===== config.mk =====
export PLATFORM = sky130hd
export DESIGN_NAME = cps_top
export DESIGN_NICKNAME = d
export VERILOG_FILES = /design/src/design/cps_pkg.sv /design/src/design/cps_top.sv
export VERILOG_INCLUDE_DIRS = /design/src /design/src/design
export SDC_FILE = /design/constraint.sdc
export NUM_CORES = 1
export LEC_CHECK = 0
export BUFFER_PORTS_ARGS = -buffer_cell sky130_fd_sc_hd__clkbuf_2
export CORE_ASPECT_RATIO = 0.7
export CORE_MARGIN = 2
export CORE_UTILIZATION = 27
export CTS_CLUSTER_SIZE = 25
export DETAILED_ROUTE_END_ITERATION = 10
export PLACE_DENSITY = 0.5
export SYNTH_ARGS = -nofsm -noshare
export SYNTH_HDL_FRONTEND = slang
export SYNTH_SLANG_ARGS = --single-unit

===== constraint.sdc =====
create_clock -name CLK -period 7.1 [get_ports CLK]
set_clock_uncertainty 0.15 [all_clocks]
set_input_delay 0 -clock CLK [delete_from_list [all_inputs] [get_ports CLK]]
set_output_delay 0 -clock CLK [all_outputs]
set_load 0.005 [all_outputs]

===== src/design/cps_defs.svh =====
// Timing and threshold constants for the compressor protection supervisor
`ifndef CPS_DEFS_SVH
`define CPS_DEFS_SVH

// ----------------------------------------------------------------
// Timebase
// ----------------------------------------------------------------
`define CPS_SEC_NS 1000000000
`define CPS_CLK_NS 4
`define CPS_MIN_S 60

// ----------------------------------------------------------------
// Delays, in minutes or seconds as named
// ----------------------------------------------------------------
`define CPS_RESTART_MIN 3
`define CPS_DC_LATE_MIN 1
`define CPS_DC_EARLY_MIN 2
`define CPS_DC_EARLY_S 30
`define CPS_SOFT_OK_S 5
`define CPS_COOL_INIT_MIN 30
`define CPS_LEAK_RUN_MIN 5
`define CPS_WIN_MIN 20
`define CPS_LOWF_MIN 240
`define CPS_FORCE_MIN 2
`define CPS_OUTAIR_MIN 1

// ----------------------------------------------------------------
// Repetition limits and window slots
// ----------------------------------------------------------------
`define CPS_DC_EARLY_LIM 7
`define CPS_PSM_LIM 4
`define CPS_DIS_LIM 4
`define CPS_LEAK_LIM 2
`define CPS_W_PSM 0
`define CPS_W_DIS 1
`define CPS_W_LEAK 2
`define CPS_NWIN 3

`endif


===== src/design/cps_pkg.sv =====
// Types shared by the compressor protection supervisor
package cps_pkg;

    typedef enum logic [2:0] {
        CPS_ST_OFF = 3'h0,
        CPS_ST_RUN = 3'h1,
        CPS_ST_HOLD = 3'h2,
        CPS_ST_COOLWAIT = 3'h3,
        CPS_ST_LOCK = 3'h4
    } cps_state_e;

    typedef enum logic [2:0] {
        CPS_FLT_NONE = 3'h0,
        CPS_FLT_LEAK = 3'h1,
        CPS_FLT_PSM = 3'h2,
        CPS_FLT_DIS = 3'h3,
        CPS_FLT_DC = 3'h4
    } cps_fault_e;

    // Comparator flags and mode levels from outside
    typedef struct packed {
        logic run_req;
        logic cool_mode;
        logic heat_mode;
        logic cur_soft_init;
        logic cur_soft_norm;
        logic cur_hard;
        logic psm_hot;
        logic psm_cool;
        logic dc_over;
        logic dis_hot;
        logic cur_leak_band;
        logic leak_dt_cool;
        logic leak_dt_heat;
        logic freq_lt24;
        logic lf_in_c;
        logic lf_out_c;
        logic lf_hx_c;
        logic lf_in_h;
        logic lf_out_h;
        logic lf_hx_h;
    } cps_sens_s;

    typedef struct packed {
        logic comp_run;
        logic freq_down;
        logic freq_up_ok;
        logic freq_lower;
        logic force_23hz;
        logic outair_reg_en;
        logic relay_cut;
        logic op_stop;
        logic timer_blink;
        cps_fault_e fault_code;
    } cps_ctrl_s;

endpackage : cps_pkg


===== src/design/cps_top.sv =====
// Compressor protection supervisor: trips, hold-offs, limits, faults
//
// Summary of operation
// [RULE_01] After any stop but a repeat DC trip the compressor stays off three minutes.
// [RULE_02] No hold-off follows power-on reset.
// [RULE_03] Current above soft limit requests a frequency step down.
// [RULE_04] Five seconds at or below soft limit allows stepping up.
// [RULE_05] Current above hard limit stops compressor, three minute hold.
// [RULE_06] First thirty cooling minutes use the initial soft-limit set.
// [RULE_07] Power stage module at 100 C stops compressor at once.
// [RULE_08] Restart three minutes after module cools to 95 C.
// [RULE_09] Four module overheat stops in twenty minutes latch fault.
// [RULE_10] DC peak trip stops compressor; first restart after three min.
// [RULE_11] Repeat DC trip after thirty seconds running: one minute.
// [RULE_12] Repeat DC trip within thirty seconds: two minutes.
// [RULE_13] Seven early DC trips cut relays, latch fault, blink.
// [RULE_14] Discharge over 103 C stops; four in twenty minutes latch.
// [RULE_15] Leak needs five minutes running with current in leak band.
// [RULE_16] Cooling or dry also needs intake minus pipe below 4 C.
// [RULE_17] Heating also needs pipe minus intake under 5 C.
// [RULE_18] Leak stops with three minute hold; two in twenty latch.
// [RULE_19] Below 24 Hz for 240 minutes forces 23 Hz two minutes.
// [RULE_20] Cooling: all three band flags request lower frequency.
// [RULE_21] Heating: all three band flags request lower frequency.
// [RULE_22] Outdoor-air regulation in cooling starts one minute after start.
// [RULE_23] Window counters age out old events; reset clears counters.
// [RULE_24] Thresholds and limits arrive as flags, not computed here.
`timescale 1ns/1ps
`default_nettype none
`include "cps_defs.svh"

module cps_top #(
    parameter int unsigned SEC_CYCLES = `CPS_SEC_NS / `CPS_CLK_NS
) (
    input wire logic CLK,
    input wire logic SYS_RST,
    input wire cps_pkg::cps_sens_s SENS,
    output var cps_pkg::cps_ctrl_s CTRL
);
    import cps_pkg::*;

    localparam int SW = $bits(cps_sens_s);
    localparam logic [2:0][2:0] WIN_LIM = {
        3'(`CPS_LEAK_LIM), 3'(`CPS_DIS_LIM), 3'(`CPS_PSM_LIM)
    };

    typedef struct packed {
        cps_state_e st;
        logic [27:0] tb_cyc;
        logic [5:0] tb_sec;
        logic [7:0] hold_s;
        logic [5:0] run_s;
        logic [2:0] soft_ok_s;
        logic [4:0] cool_m;
        logic [8:0] leak_s;
        logic [7:0] lowf_m;
        logic [6:0] force_s;
        logic dc_seen;
        logic [2:0] dc_early;
        logic [2:0][2:0] win_n;
        logic [2:0][10:0] win_s;
        cps_fault_e fault;
        cps_ctrl_s o;
    } cps_core_s;

    // ----------------------------------------------------------------
    // Input synchronisers
    // ----------------------------------------------------------------
    logic [SW-1:0] raw;
    logic [SW-1:0] filt;
    assign raw = SENS;

    for (genvar i = 0; i < SW; i++) begin : g_sync
        logic [2:0] sh_q;
        logic f_q;
        always_ff @(posedge CLK) begin
            if (SYS_RST) begin
                sh_q <= 3'h0;
                f_q <= 1'b0;
            end else begin
                sh_q <= {sh_q[1:0], raw[i]};
                // Glitch filter: take a level only once stages agree
                if (sh_q[1] == sh_q[2]) begin
                    f_q <= sh_q[2];
                end
            end
        end
        assign filt[i] = f_q;
    end

    // ----------------------------------------------------------------
    // Supervisor core
    // ----------------------------------------------------------------
    cps_core_s q;
    cps_core_s n;
    cps_sens_s s;
    logic sec_tick, min_tick, run, cool_init, soft_over, leak_cond;
    logic t_hard, t_psm, t_dc, t_dis, t_leak, trip, dc_early_trip;
    logic [7:0] dc_delay;
    logic [2:0] ev, win_hit, aged;
    cps_fault_e new_fault;

    assign s = cps_sens_s'(filt);

    always_comb begin
        n = q;
        aged = 3'h0;
        run = (q.st == CPS_ST_RUN);
        sec_tick = (q.tb_cyc == 28'(SEC_CYCLES - 1));
        min_tick = sec_tick && (q.tb_sec == 6'(`CPS_MIN_S - 1));
        n.tb_cyc = sec_tick ? 28'h0 : q.tb_cyc + 28'h1;
        if (sec_tick) begin
            n.tb_sec = min_tick ? 6'h0 : q.tb_sec + 6'h1;
        end

        cool_init = s.cool_mode &&
            (q.cool_m < 5'(`CPS_COOL_INIT_MIN)); // RULE_06
        soft_over = cool_init ? s.cur_soft_init
                              : s.cur_soft_norm; // RULE_24

        leak_cond = s.cur_leak_band && // RULE_15
            ((s.cool_mode && s.leak_dt_cool) || // RULE_16
             (s.heat_mode && s.leak_dt_heat)); // RULE_17

        t_hard = run && s.cur_hard; // RULE_05
        t_psm = run && s.psm_hot; // RULE_07
        t_dc = run && s.dc_over; // RULE_10
        t_dis = run && s.dis_hot; // RULE_14
        t_leak = run && (q.leak_s >=
            9'(`CPS_LEAK_RUN_MIN * `CPS_MIN_S)); // RULE_15
        trip = t_hard || t_psm || t_dc || t_dis || t_leak;

        // First DC trip waits the full restart time
        dc_early_trip = t_dc && q.dc_seen &&
            (q.run_s <= 6'(`CPS_DC_EARLY_S));
        if (!q.dc_seen) begin
            dc_delay = 8'(`CPS_RESTART_MIN * `CPS_MIN_S); // RULE_10
        end else if (dc_early_trip) begin
            dc_delay = 8'(`CPS_DC_EARLY_MIN * `CPS_MIN_S); // RULE_12
        end else begin
            dc_delay = 8'(`CPS_DC_LATE_MIN * `CPS_MIN_S); // RULE_11
        end

        if (t_dc) begin
            n.dc_seen = 1'b1;
            n.dc_early = dc_early_trip ? q.dc_early + 3'h1 : 3'h0;
        end

        // Windowed repeat counters; a new event beats aging
        ev[`CPS_W_PSM] = t_psm;
        ev[`CPS_W_DIS] = t_dis;
        ev[`CPS_W_LEAK] = t_leak;
        for (int i = 0; i < `CPS_NWIN; i++) begin
            if (q.win_n[i] != 3'h0 && sec_tick) begin
                n.win_s[i] = q.win_s[i] + 11'h1;
                if (q.win_s[i] >=
                    11'(`CPS_WIN_MIN * `CPS_MIN_S - 1)) begin
                    n.win_n[i] = 3'h0; // RULE_23
                    aged[i] = 1'b1;
                end
            end
            if (ev[i]) begin
                if (q.win_n[i] == 3'h0 || aged[i]) begin
                    n.win_s[i] = 11'h0;
                end
                n.win_n[i] = aged[i] ? 3'h1 : q.win_n[i] + 3'h1;
            end
            win_hit[i] = ev[i] && (n.win_n[i] == WIN_LIM[i]);
        end

        if (t_dc && dc_early_trip &&
            q.dc_early == 3'(`CPS_DC_EARLY_LIM - 1)) begin
            new_fault = CPS_FLT_DC; // RULE_13
        end else if (win_hit[`CPS_W_PSM]) begin
            new_fault = CPS_FLT_PSM; // RULE_09
        end else if (win_hit[`CPS_W_DIS]) begin
            new_fault = CPS_FLT_DIS; // RULE_14
        end else if (win_hit[`CPS_W_LEAK]) begin
            new_fault = CPS_FLT_LEAK; // RULE_18
        end else begin
            new_fault = CPS_FLT_NONE;
        end
        if (q.fault == CPS_FLT_NONE) begin
            n.fault = new_fault;
        end

        case (q.st)
            CPS_ST_OFF: begin
                // Power-on lands here with no pending delay
                if (s.run_req) begin
                    n.st = CPS_ST_RUN; // RULE_02
                end
            end
            CPS_ST_RUN: begin
                if (n.fault != CPS_FLT_NONE) begin
                    n.st = CPS_ST_LOCK;
                end else if (t_psm) begin
                    n.st = CPS_ST_COOLWAIT; // RULE_07
                end else if (trip) begin
                    n.st = CPS_ST_HOLD; // RULE_05
                    n.hold_s = (t_dc && !(t_hard || t_dis || t_leak))
                        ? dc_delay
                        : 8'(`CPS_RESTART_MIN * `CPS_MIN_S); // RULE_18
                end else if (!s.run_req) begin
                    n.st = CPS_ST_HOLD;
                    n.hold_s = 8'(`CPS_RESTART_MIN * `CPS_MIN_S); // RULE_01
                end
            end
            CPS_ST_HOLD: begin
                // Run requests are ignored until the delay expires
                if (q.hold_s == 8'h0) begin
                    n.st = CPS_ST_OFF; // RULE_01
                end else if (sec_tick) begin
                    n.hold_s = q.hold_s - 8'h1;
                end
            end
            CPS_ST_COOLWAIT: begin
                if (s.psm_cool) begin
                    n.st = CPS_ST_HOLD; // RULE_08
                    n.hold_s = 8'(`CPS_RESTART_MIN * `CPS_MIN_S);
                end
            end
            CPS_ST_LOCK: begin
                // Only reset leaves a latched fault
                n.st = CPS_ST_LOCK;
            end
            default: begin
                n.st = CPS_ST_OFF;
            end
        endcase

        if (!run) begin
            n.run_s = 6'h0;
        end else if (sec_tick && q.run_s != 6'h3F) begin
            n.run_s = q.run_s + 6'h1;
        end

        if (!run || soft_over) begin
            n.soft_ok_s = 3'h0;
        end else if (sec_tick &&
                     q.soft_ok_s < 3'(`CPS_SOFT_OK_S)) begin
            n.soft_ok_s = q.soft_ok_s + 3'h1; // RULE_04
        end

        if (!s.cool_mode) begin
            n.cool_m = 5'h0;
        end else if (min_tick &&
                     q.cool_m < 5'(`CPS_COOL_INIT_MIN)) begin
            n.cool_m = q.cool_m + 5'h1; // RULE_06
        end

        // Leak timer only runs while the whole condition holds
        if (!run || !leak_cond) begin
            n.leak_s = 9'h0;
        end else if (sec_tick && !t_leak) begin
            n.leak_s = q.leak_s + 9'h1; // RULE_15
        end

        if (!run) begin
            n.force_s = 7'h0;
            n.lowf_m = 8'h0;
        end else if (q.force_s != 7'h0) begin
            n.lowf_m = 8'h0;
            if (sec_tick) begin
                n.force_s = q.force_s - 7'h1;
            end
        end else if (!s.freq_lt24) begin
            n.lowf_m = 8'h0;
        end else if (q.lowf_m == 8'(`CPS_LOWF_MIN)) begin
            n.force_s = 7'(`CPS_FORCE_MIN * `CPS_MIN_S); // RULE_19
            n.lowf_m = 8'h0;
        end else if (min_tick) begin
            n.lowf_m = q.lowf_m + 8'h1; // RULE_19
        end

        n.o.comp_run = (n.st == CPS_ST_RUN);
        n.o.freq_down = n.o.comp_run && soft_over; // RULE_03
        n.o.freq_up_ok = n.o.comp_run &&
            (n.soft_ok_s == 3'(`CPS_SOFT_OK_S)); // RULE_04
        n.o.freq_lower = n.o.comp_run &&
            ((s.cool_mode && s.lf_in_c && s.lf_out_c &&
              s.lf_hx_c) || // RULE_20
             (s.heat_mode && s.lf_in_h && s.lf_out_h &&
              s.lf_hx_h)); // RULE_21
        n.o.force_23hz = n.o.comp_run && (n.force_s != 7'h0);
        n.o.outair_reg_en = n.o.comp_run && s.cool_mode &&
            (n.run_s >= 6'(`CPS_OUTAIR_MIN * `CPS_MIN_S)); // RULE_22
        n.o.relay_cut = (n.fault == CPS_FLT_DC); // RULE_13
        n.o.op_stop = (n.fault != CPS_FLT_NONE); // RULE_18
        n.o.timer_blink = (n.fault != CPS_FLT_NONE); // RULE_09
        n.o.fault_code = n.fault;
    end

    always_ff @(posedge CLK) begin
        if (SYS_RST) begin
            q <= '0; // RULE_23
        end else begin
            q <= n;
        end
    end

    assign CTRL = q.o;
endmodule : cps_top

`default_nettype wire


==> parameters.txt, run 1 <==
Parameter                              Value

Worst setup path
  Required time of the worst setup path    about 7.3 ns
  Top delay family on crit path    simple AND/OR/NAND/NOR gates
  Cell with the biggest individual delay on the critical path    o41ai_4
  Type of the setup path with the least slack    flop to flop
  Maximum fanout along the worst path    12
  Launching element type of the critical path    flop
  Number of buffer and inverter stages on the critical path    0
  Worst path max stage delay    0.86 ns
  Arrival time at the worst endpoint    roughly 4.0 ns
  Endpoint class of the critical path    flop
  Critical-path cell list    nor4bb_1 -> nand4_1 -> or3_4 -> or3b_4 -> a211o_1 -> o41ai_4 -> mux2i_1 -> o21ai_1

Yosys
  Fraction of synthesized area in multiplexers    0.008558
  Mapped Area    a little over 9000 um2
  Xor-xnor portion of the synthesized cell area    0.07957
  Adder and majority gate portion of the synthesized area    0.03209
  Cells after synthesis    1,054
  Post-synthesis sequential area ratio    0.4707
  Post-synthesis compound-gate area fraction    0.1111
  Library cells used by synthesis    68
  Total number of yosys warnings    0
  Total nets after synthesis    ~1,100
  Largest family of logic cells by synthesized area    simple AND/OR/NAND/NOR gates
  Predominant post-synthesis flop cell    dfxtp_1
  Number of synthesized flops with an enable pin    0
  Average size of a mapped cell    8.877 um2
  Cell taking the most area after synthesis    dfxtp_1
  Async S/R FF share, synth    0
  Top cells by area, synth    dfxtp_1 (47%), nor2_1 (5.5%), xor2_1 (4.9%), nor2b_1 (4.4%), nand2_1 (3.7%)
  Seq cells post-synth    220
  Yosys top cell area share    0.4707
  Post-Synth Simple-Gate Area    0.2624

Clock network
  Post-CTS repair timing setup buffer count    0
  Clock tree from TritonCTS    built
  H-tree depth    1
  TritonCTS Buffers    23
  Clk sinks    220
  Maximum buffer depth of the clock tree    3
  Clock latency on the worst-skew pair    0.53 ns
  Post-CTS clock slew at the launch and capture registers of the worst setup and hold paths    0.06 ns
  Root buf cell    clkbuf_16

Floorplan
  Vertical die dimension    between 150 and 200 um
  Die Width    about 230 um
  Total I/O pin count    34
  Effective utilization at floorplan    0.2765
  Die Footprint    around 36,000 um2
  Std-Cell Core Area    approximately 34,000 um2
  Row count    56

Power
  Total chip power    approximately 2.4 mW
  Worst vdd ir    between 0.0001 and 0.00015 V
  Cell area power density    roughly 230 nW/um2
  Reported leakage power    ~3.9 nW

GRT
  Total grt overflow    0
  Global routing usage on met3    0.02539
  Busiest grt layer    met1
  Global routing usage on met1    0.1809
  Largest net degree at the start of global routing    87
  Met2 capacity usage during global routing    0.1518
  Wire length of the first global-routing pass    ~34,000 um
  Via count of the first global-routing pass    6,443
  Initial antenna violation count    0
  Overall global routing resource usage    0.1136

Cells and area
  Number of nets in the final layout    approximately 1,100
  Layout-stage area growth over the synthesis result    16.03%
  Final Instance Count excl. Fillers    1,569
  Antenna fix cells    0
  Final standard cell utilization of the core    0.3208
  Share of final-layout standard cells stronger than drive strength 1    0.08688
  Post-route cell area    about 11,000 um2

Hold path
  Type of the worst min-delay path    input pin to flop

Timing
  Endpoints failing hold    0
  Final setup violation count    0
  PnR worst setup slack    3.307 ns
  Count of final max-slew check failures    0
  Highest Clock Rate    roughly 260 MHz
  Slew HR    0.2735
  Final Critical Period    between 3 and 4 ns
  Setup Total Neg Slack    0 ns
  RSZ-0062 raised after global routing    false
  Measured slew at the worst slew-check pin    ~1.1 ns
  Final period util    0.5343
  Smallest hold slack    slightly below 0.07 ns

Run status
  Result of the run    finished, final reports clean

Detailed routing
  Total number of vias    just over 7,000
  Number of nets with antenna violations after detailed routing    0
  DRC violations left    0
  Drt total wl    approximately 20,000 um
  Drt first-iter violations    396
  Vias per cell    4.484
  Per-cell routed wire length    approximately 13 um
  Initial DRT Pass Iterations    5

Flow run
  Maxcap violations    0

Placed design
  Instance area at placement    9926 um2
  Number of buffer cells added on primary ports    33
  Post-detail-place hpwl    13,740 um
  Worst slack, placed    approximately 3.3 ns
  Last weighted congestion value of the routability-driven placer    about 0.8
  Placed cell count    1,511
-- power by group --
part           switching [mW]  internal [mW]  leakage [nW]
Clock                   0.501          0.644         0.350
Combinational          0.0255         0.0234          1.74
Sequential            0.00609           1.25          1.78
Total                   0.532           1.92          3.87
-- cell families after synthesis --
logic type | Yosys count
buffers and inverters | 74
and+or+nand+nor | 482
adders and majority gates | 24
xor gates and xnor gates | 85
AOI/OAI and AO/OA | 161
DFF | 220
muxes | 8
-- flip-flops by register name, indices dropped and copies added (netlist names) --
signal and cells:
q 129, g_sync.sh_q 60, g_sync.f_q 20, CTRL 11
-- placed cells by master (no fill, tap or decap), types with 9 or more instances in the layout --
| cell type | n |
|---|---|
| clkbuf_16 | 23 |
| xnor2_1 | 33 |
| and3_1 | 20 |
| nor2_1 | 136 |
| inv_1 | 27 |
| nor2b_1 | 66 |
| dlygate4sd3_1 | 23 |
| o21ai_0 | 44 |
| nand2b_1 | 9 |
| nor3_1 | 27 |
| nand4_1 | 24 |
| nor4_1 | 10 |
| nand3_1 | 39 |
| and2_1 | 9 |
| ha_1 | 24 |
| nand2_1 | 91 |
| xor2_1 | 52 |
| clkbuf_2 | 32 |
| a21oi_1 | 55 |
| dfxtp_1 | 220 |
| a211oi_1 | 12 |
-- worst min-delay path: stages --
cell,delay (ns)
dlygate4sd3_1,0.52
clkbuf_2,0.09
nor2b_1,0.10
-- cell type report --
type | instances | area [um2]
flip-flops and latches | 220 | 4404
repair buffers | 63 | 450.4
well taps | 464 | 580.6
multi-input cells | 760 | 4619
inverters | 27 | 101.3
fillers | 3499 | 22990
clock inverters | 6 | 52.55
clock buffers | 29 | 648.1
-- final timing paths --
| kind | from | endpoint | slack (ns) | cells after the start |
|---|---|---|---|---|
| setup / recovery | q[131]$_SDFF_PP0_ | q[105]$_SDFFE_PP0P_ | 3.31 | 8 |
| hold / removal | SENS[2] | g_sync[2].sh_q[0]$_SDFF_PP0_ | 0.07 | 3 |
| setup reg to reg | q[131]$_SDFF_PP0_ | q[105]$_SDFFE_PP0P_ | 3.31 | 8 |
| hold reg to reg | g_sync[5].sh_q[0]$_SDFF_PP0_ | g_sync[5].sh_q[1]$_SDFF_PP0_ | 0.28 | 1 |
-- repair_timing --
action / 4_1_cts / 5_1_grt
resized for setup: 0 / 0
hold buffers: 23 / 0
setup endpoints to repair: 0 / 0
endpoints found under the hold margin: 51 / 0
-- cell usage after synthesis (all sizes together), types with 5 or more instances --
library cell and n:
dfxtp 220, nand2 92, mux2i 8, and2 9
nand4 24, and3 20, and4 6, inv 27
nand3 39, or3 8, a211oi 13, a31oi 7
xnor2 33, nor2 136, o21ai 47, xor2 52
nor3 27, clkbuf 31, nor4 10, nor4b 5
or2 7, buf 16, a21oi 56, nand2b 9
nor2b 66, nor3b 6, a211o 6, ha 24
-- metal layers --
layer / part of all wire / up-vias
met5: 0 / -
met4: 0.017 / 0
met3: 0.040 / 26
met2: 0.38 / 122
met1: 0.57 / 3205
li1: - / 3683
Note: power is estimated with default switching activity, not from simulation.
==> run 2: changes to the inputs <==
==> constraint.sdc (replaced) <==
create_clock -name CLK -period 3.5 [get_ports CLK]
set_clock_uncertainty 0.15 [all_clocks]
set_input_delay 0 -clock CLK [delete_from_list [all_inputs] [get_ports CLK]]
set_output_delay 0 -clock CLK [all_outputs]
set_load 0.005 [all_outputs]
==> run 2 against run 1 <==
- clock power is 110% higher
- combinational power is 100% higher
- sequential share of layout area is 0.81 points lower
- fmax is 14% higher
- count of clock-buffer cells in the layout stayed put
- largest power group unchanged
- sequential cell count stayed put
==> parameters.txt, run 2 (synthesis gave the netlist of run 1 again) <==
Parameter                              Value

Detailed routing
  Drt first-iter violations    475 (was 396)
  Total number of vias    7,073 (was 7,036)
  Number of nets with antenna violations after detailed routing    0 (unchanged)
  DRC violations left    0 (unchanged)
  Per-cell routed wire length    12.62 um (was 12.80 um)
  Drt total wl    20,110 um (was 20,080 um)
  Vias per cell    4.437 (was 4.484)
  Initial DRT Pass Iterations    5 (unchanged)

Timing
  PnR worst setup slack    0.1868 ns (was 3.307 ns)
  Final period util    0.9466 (was 0.5343)
  Count of final max-slew check failures    0 (unchanged)
  Highest Clock Rate    301.8 MHz (was 263.6 MHz)
  Measured slew at the worst slew-check pin    0.6035 ns (was 1.075 ns)
  Smallest hold slack    0.07120 ns (was 0.06804 ns)
  RSZ-0062 raised after global routing    false (unchanged)
  Slew HR    0.5946 (was 0.2735)
  Endpoints failing hold    0 (unchanged)
  Final setup violation count    0 (unchanged)
  Final Critical Period    3.313 ns (was 3.793 ns)
  Setup Total Neg Slack    0 ns (unchanged)

Clock network
  Clock tree from TritonCTS    built (unchanged)
  Maximum buffer depth of the clock tree    3 (unchanged)
  Clk sinks    220 (unchanged)
  H-tree depth    1 (unchanged)
  Clock latency on the worst-skew pair    0.52 ns (was 0.53 ns)
  Post-CTS clock slew at the launch and capture registers of the worst setup and hold paths    0.06 ns (about the same)
  TritonCTS Buffers    22 (was 23)
  Root buf cell    clkbuf_16 (unchanged)

Flow run
  Maxcap violations    0 (unchanged)

Floorplan
  Effective utilization at floorplan    0.2765 (unchanged)
  Die Width    226.5 um (unchanged)
  Total I/O pin count    34 (unchanged)
  Row count    56 (unchanged)
  Die Footprint    36,180 um2 (unchanged)
  Std-Cell Core Area    33,840 um2 (unchanged)
  Vertical die dimension    159.8 um (unchanged)

Cells and area
  Number of filler instances in the final layout    3,531 (was 3,499)
  Share of final-layout standard cells stronger than drive strength 1    0.1106 (was 0.08688)
  Final Instance Count excl. Fillers    1,594 (was 1,569)
  Number of nets in the final layout    1,162 (was 1,141)
  Largest reg by FF count    q (unchanged)
  Most common cell after layout, fill and taps aside    dfxtp_1 (unchanged)
  Final standard cell utilization of the core    0.3273 (was 0.3208)
  Commonest cells after routing, fill and taps aside    dfxtp_1 (220), nor2_1 (136), nand2_1 (91), nor2b_1 (66), a21oi_1 (55) (unchanged)
  Antenna fix cells    0 (unchanged)
  Top Registers    q x129, g_sync.sh_q x60, g_sync.f_q x20 (unchanged)
  Post-route cell area    11,080 um2 (was 10,860 um2)
  Max reg flops    129 (unchanged)
  Layout-stage area growth over the synthesis result    18.40% (was 16.03%)

Hold path
  Type of the worst min-delay path    input pin to flop (unchanged)

Placed design
  Last weighted congestion value of the routability-driven placer    0.8020 (was 0.7975)
  Worst slack, placed    0.07541 ns (was 3.314 ns)
  Placed cell count    1,529 (was 1,511)
  Post-detail-place hpwl    14,220 um (was 13,740 um)
  Number of buffer cells added on primary ports    33 (unchanged)
  Instance area at placement    10,070 um2 (was 9926 um2)

GRT
  Busiest grt layer    met1 (unchanged)
  Global routing usage on met1    0.1823 (was 0.1809)
  Largest net degree at the start of global routing    57 (was 87)
  Wire length of the first global-routing pass    33,310 um (was 33,730 um)
  Met2 capacity usage during global routing    0.1470 (was 0.1518)
  Via count of the first global-routing pass    6,323 (was 6,443)
  Global routing usage on met3    0.02392 (was 0.02539)
  Initial antenna violation count    0 (unchanged)
  Overall global routing resource usage    0.1119 (was 0.1136)
  Total grt overflow    0 (unchanged)

Worst setup path
  Endpoint class of the critical path    flop (unchanged)
  Arrival time at the worst endpoint    3.58 ns (was 4.03 ns)
  Flop2flop setup slack    0.19 ns (was 3.31 ns)
  Launching element type of the critical path    flop (unchanged)
  Maximum fanout along the worst path    5 (was 12)
  Required time of the worst setup path    3.76 ns (was 7.34 ns)
  Type of the setup path with the least slack    flop to flop (unchanged)

Run status
  Result of the run    finished, final reports clean (unchanged)

Power
  Reported leakage power    4.006 nW (was 3.874 nW)
  Worst vdd ir    0.0002834 V (was 0.0001460 V)
  Total chip power    5.055 mW (was 2.450 mW)
  Cell area power density    456.3 nW/um2 (was 225.6 nW/um2)
## run 2: metal layers
layer  wire [um]  part of all wire
met5           0                 0
met4         314             0.016
met2        7364              0.37
met3         935             0.046
met1       11500              0.57
## run 2: layout make-up
cell class                      instances  area [um2]  area share
Multi-Input combinational cell        760        4636      0.4185
Sequential cell                       220        4404      0.3976
Clock buffer                           29       626.9     0.05658
Timing Repair Buffer                   85       623.1     0.05625
Tap cell                              464       580.6     0.05241
Clock inverter                          9       106.4    0.009600
Inverter                               27       101.3    0.009148
## run 2: where the power goes
part	leakage, nW	internal [mW]	total, mW	switching (mW)
logic	1.86	0.0479	0.0984	0.0505
clock network	0.368	1.41	2.41	1.00
registers	1.78	2.53	2.55	0.0135
total	4.01	3.99	5.05	1.06
## run 2: path summary, 6_finish.rpt
check,from,endpoint,cells past startpoint
min,SENS[7],g_sync[7].sh_q[0]$_SDFF_PP0_,3
max,q[137]$_SDFF_PP0_,CTRL[7]$_SDFF_PP0_,8
max reg2reg,q[137]$_SDFF_PP0_,CTRL[7]$_SDFF_PP0_,8
min reg2reg,g_sync[2].sh_q[0]$_SDFF_PP0_,g_sync[2].sh_q[1]$_SDFF_PP0_,1
## run 2: worst max-delay path, cell delays in order, from the launching register on
cell	delay (ns)
dfxtp_1	0.35
nor4b_1	0.35
nand4_1	0.23
or3_4	0.47
or3b_4	0.44
a211oi_2	0.28
a31oi_1	0.15
or3b_1	0.50
a311oi_1	0.29
## run 2: timing repair
action	in CTS	in global routing
endpoints found under the hold margin	37	0
hold buffers	21	0
resized for setup	0	3
buffers inserted	0	6
setup endpoints to repair	0	8
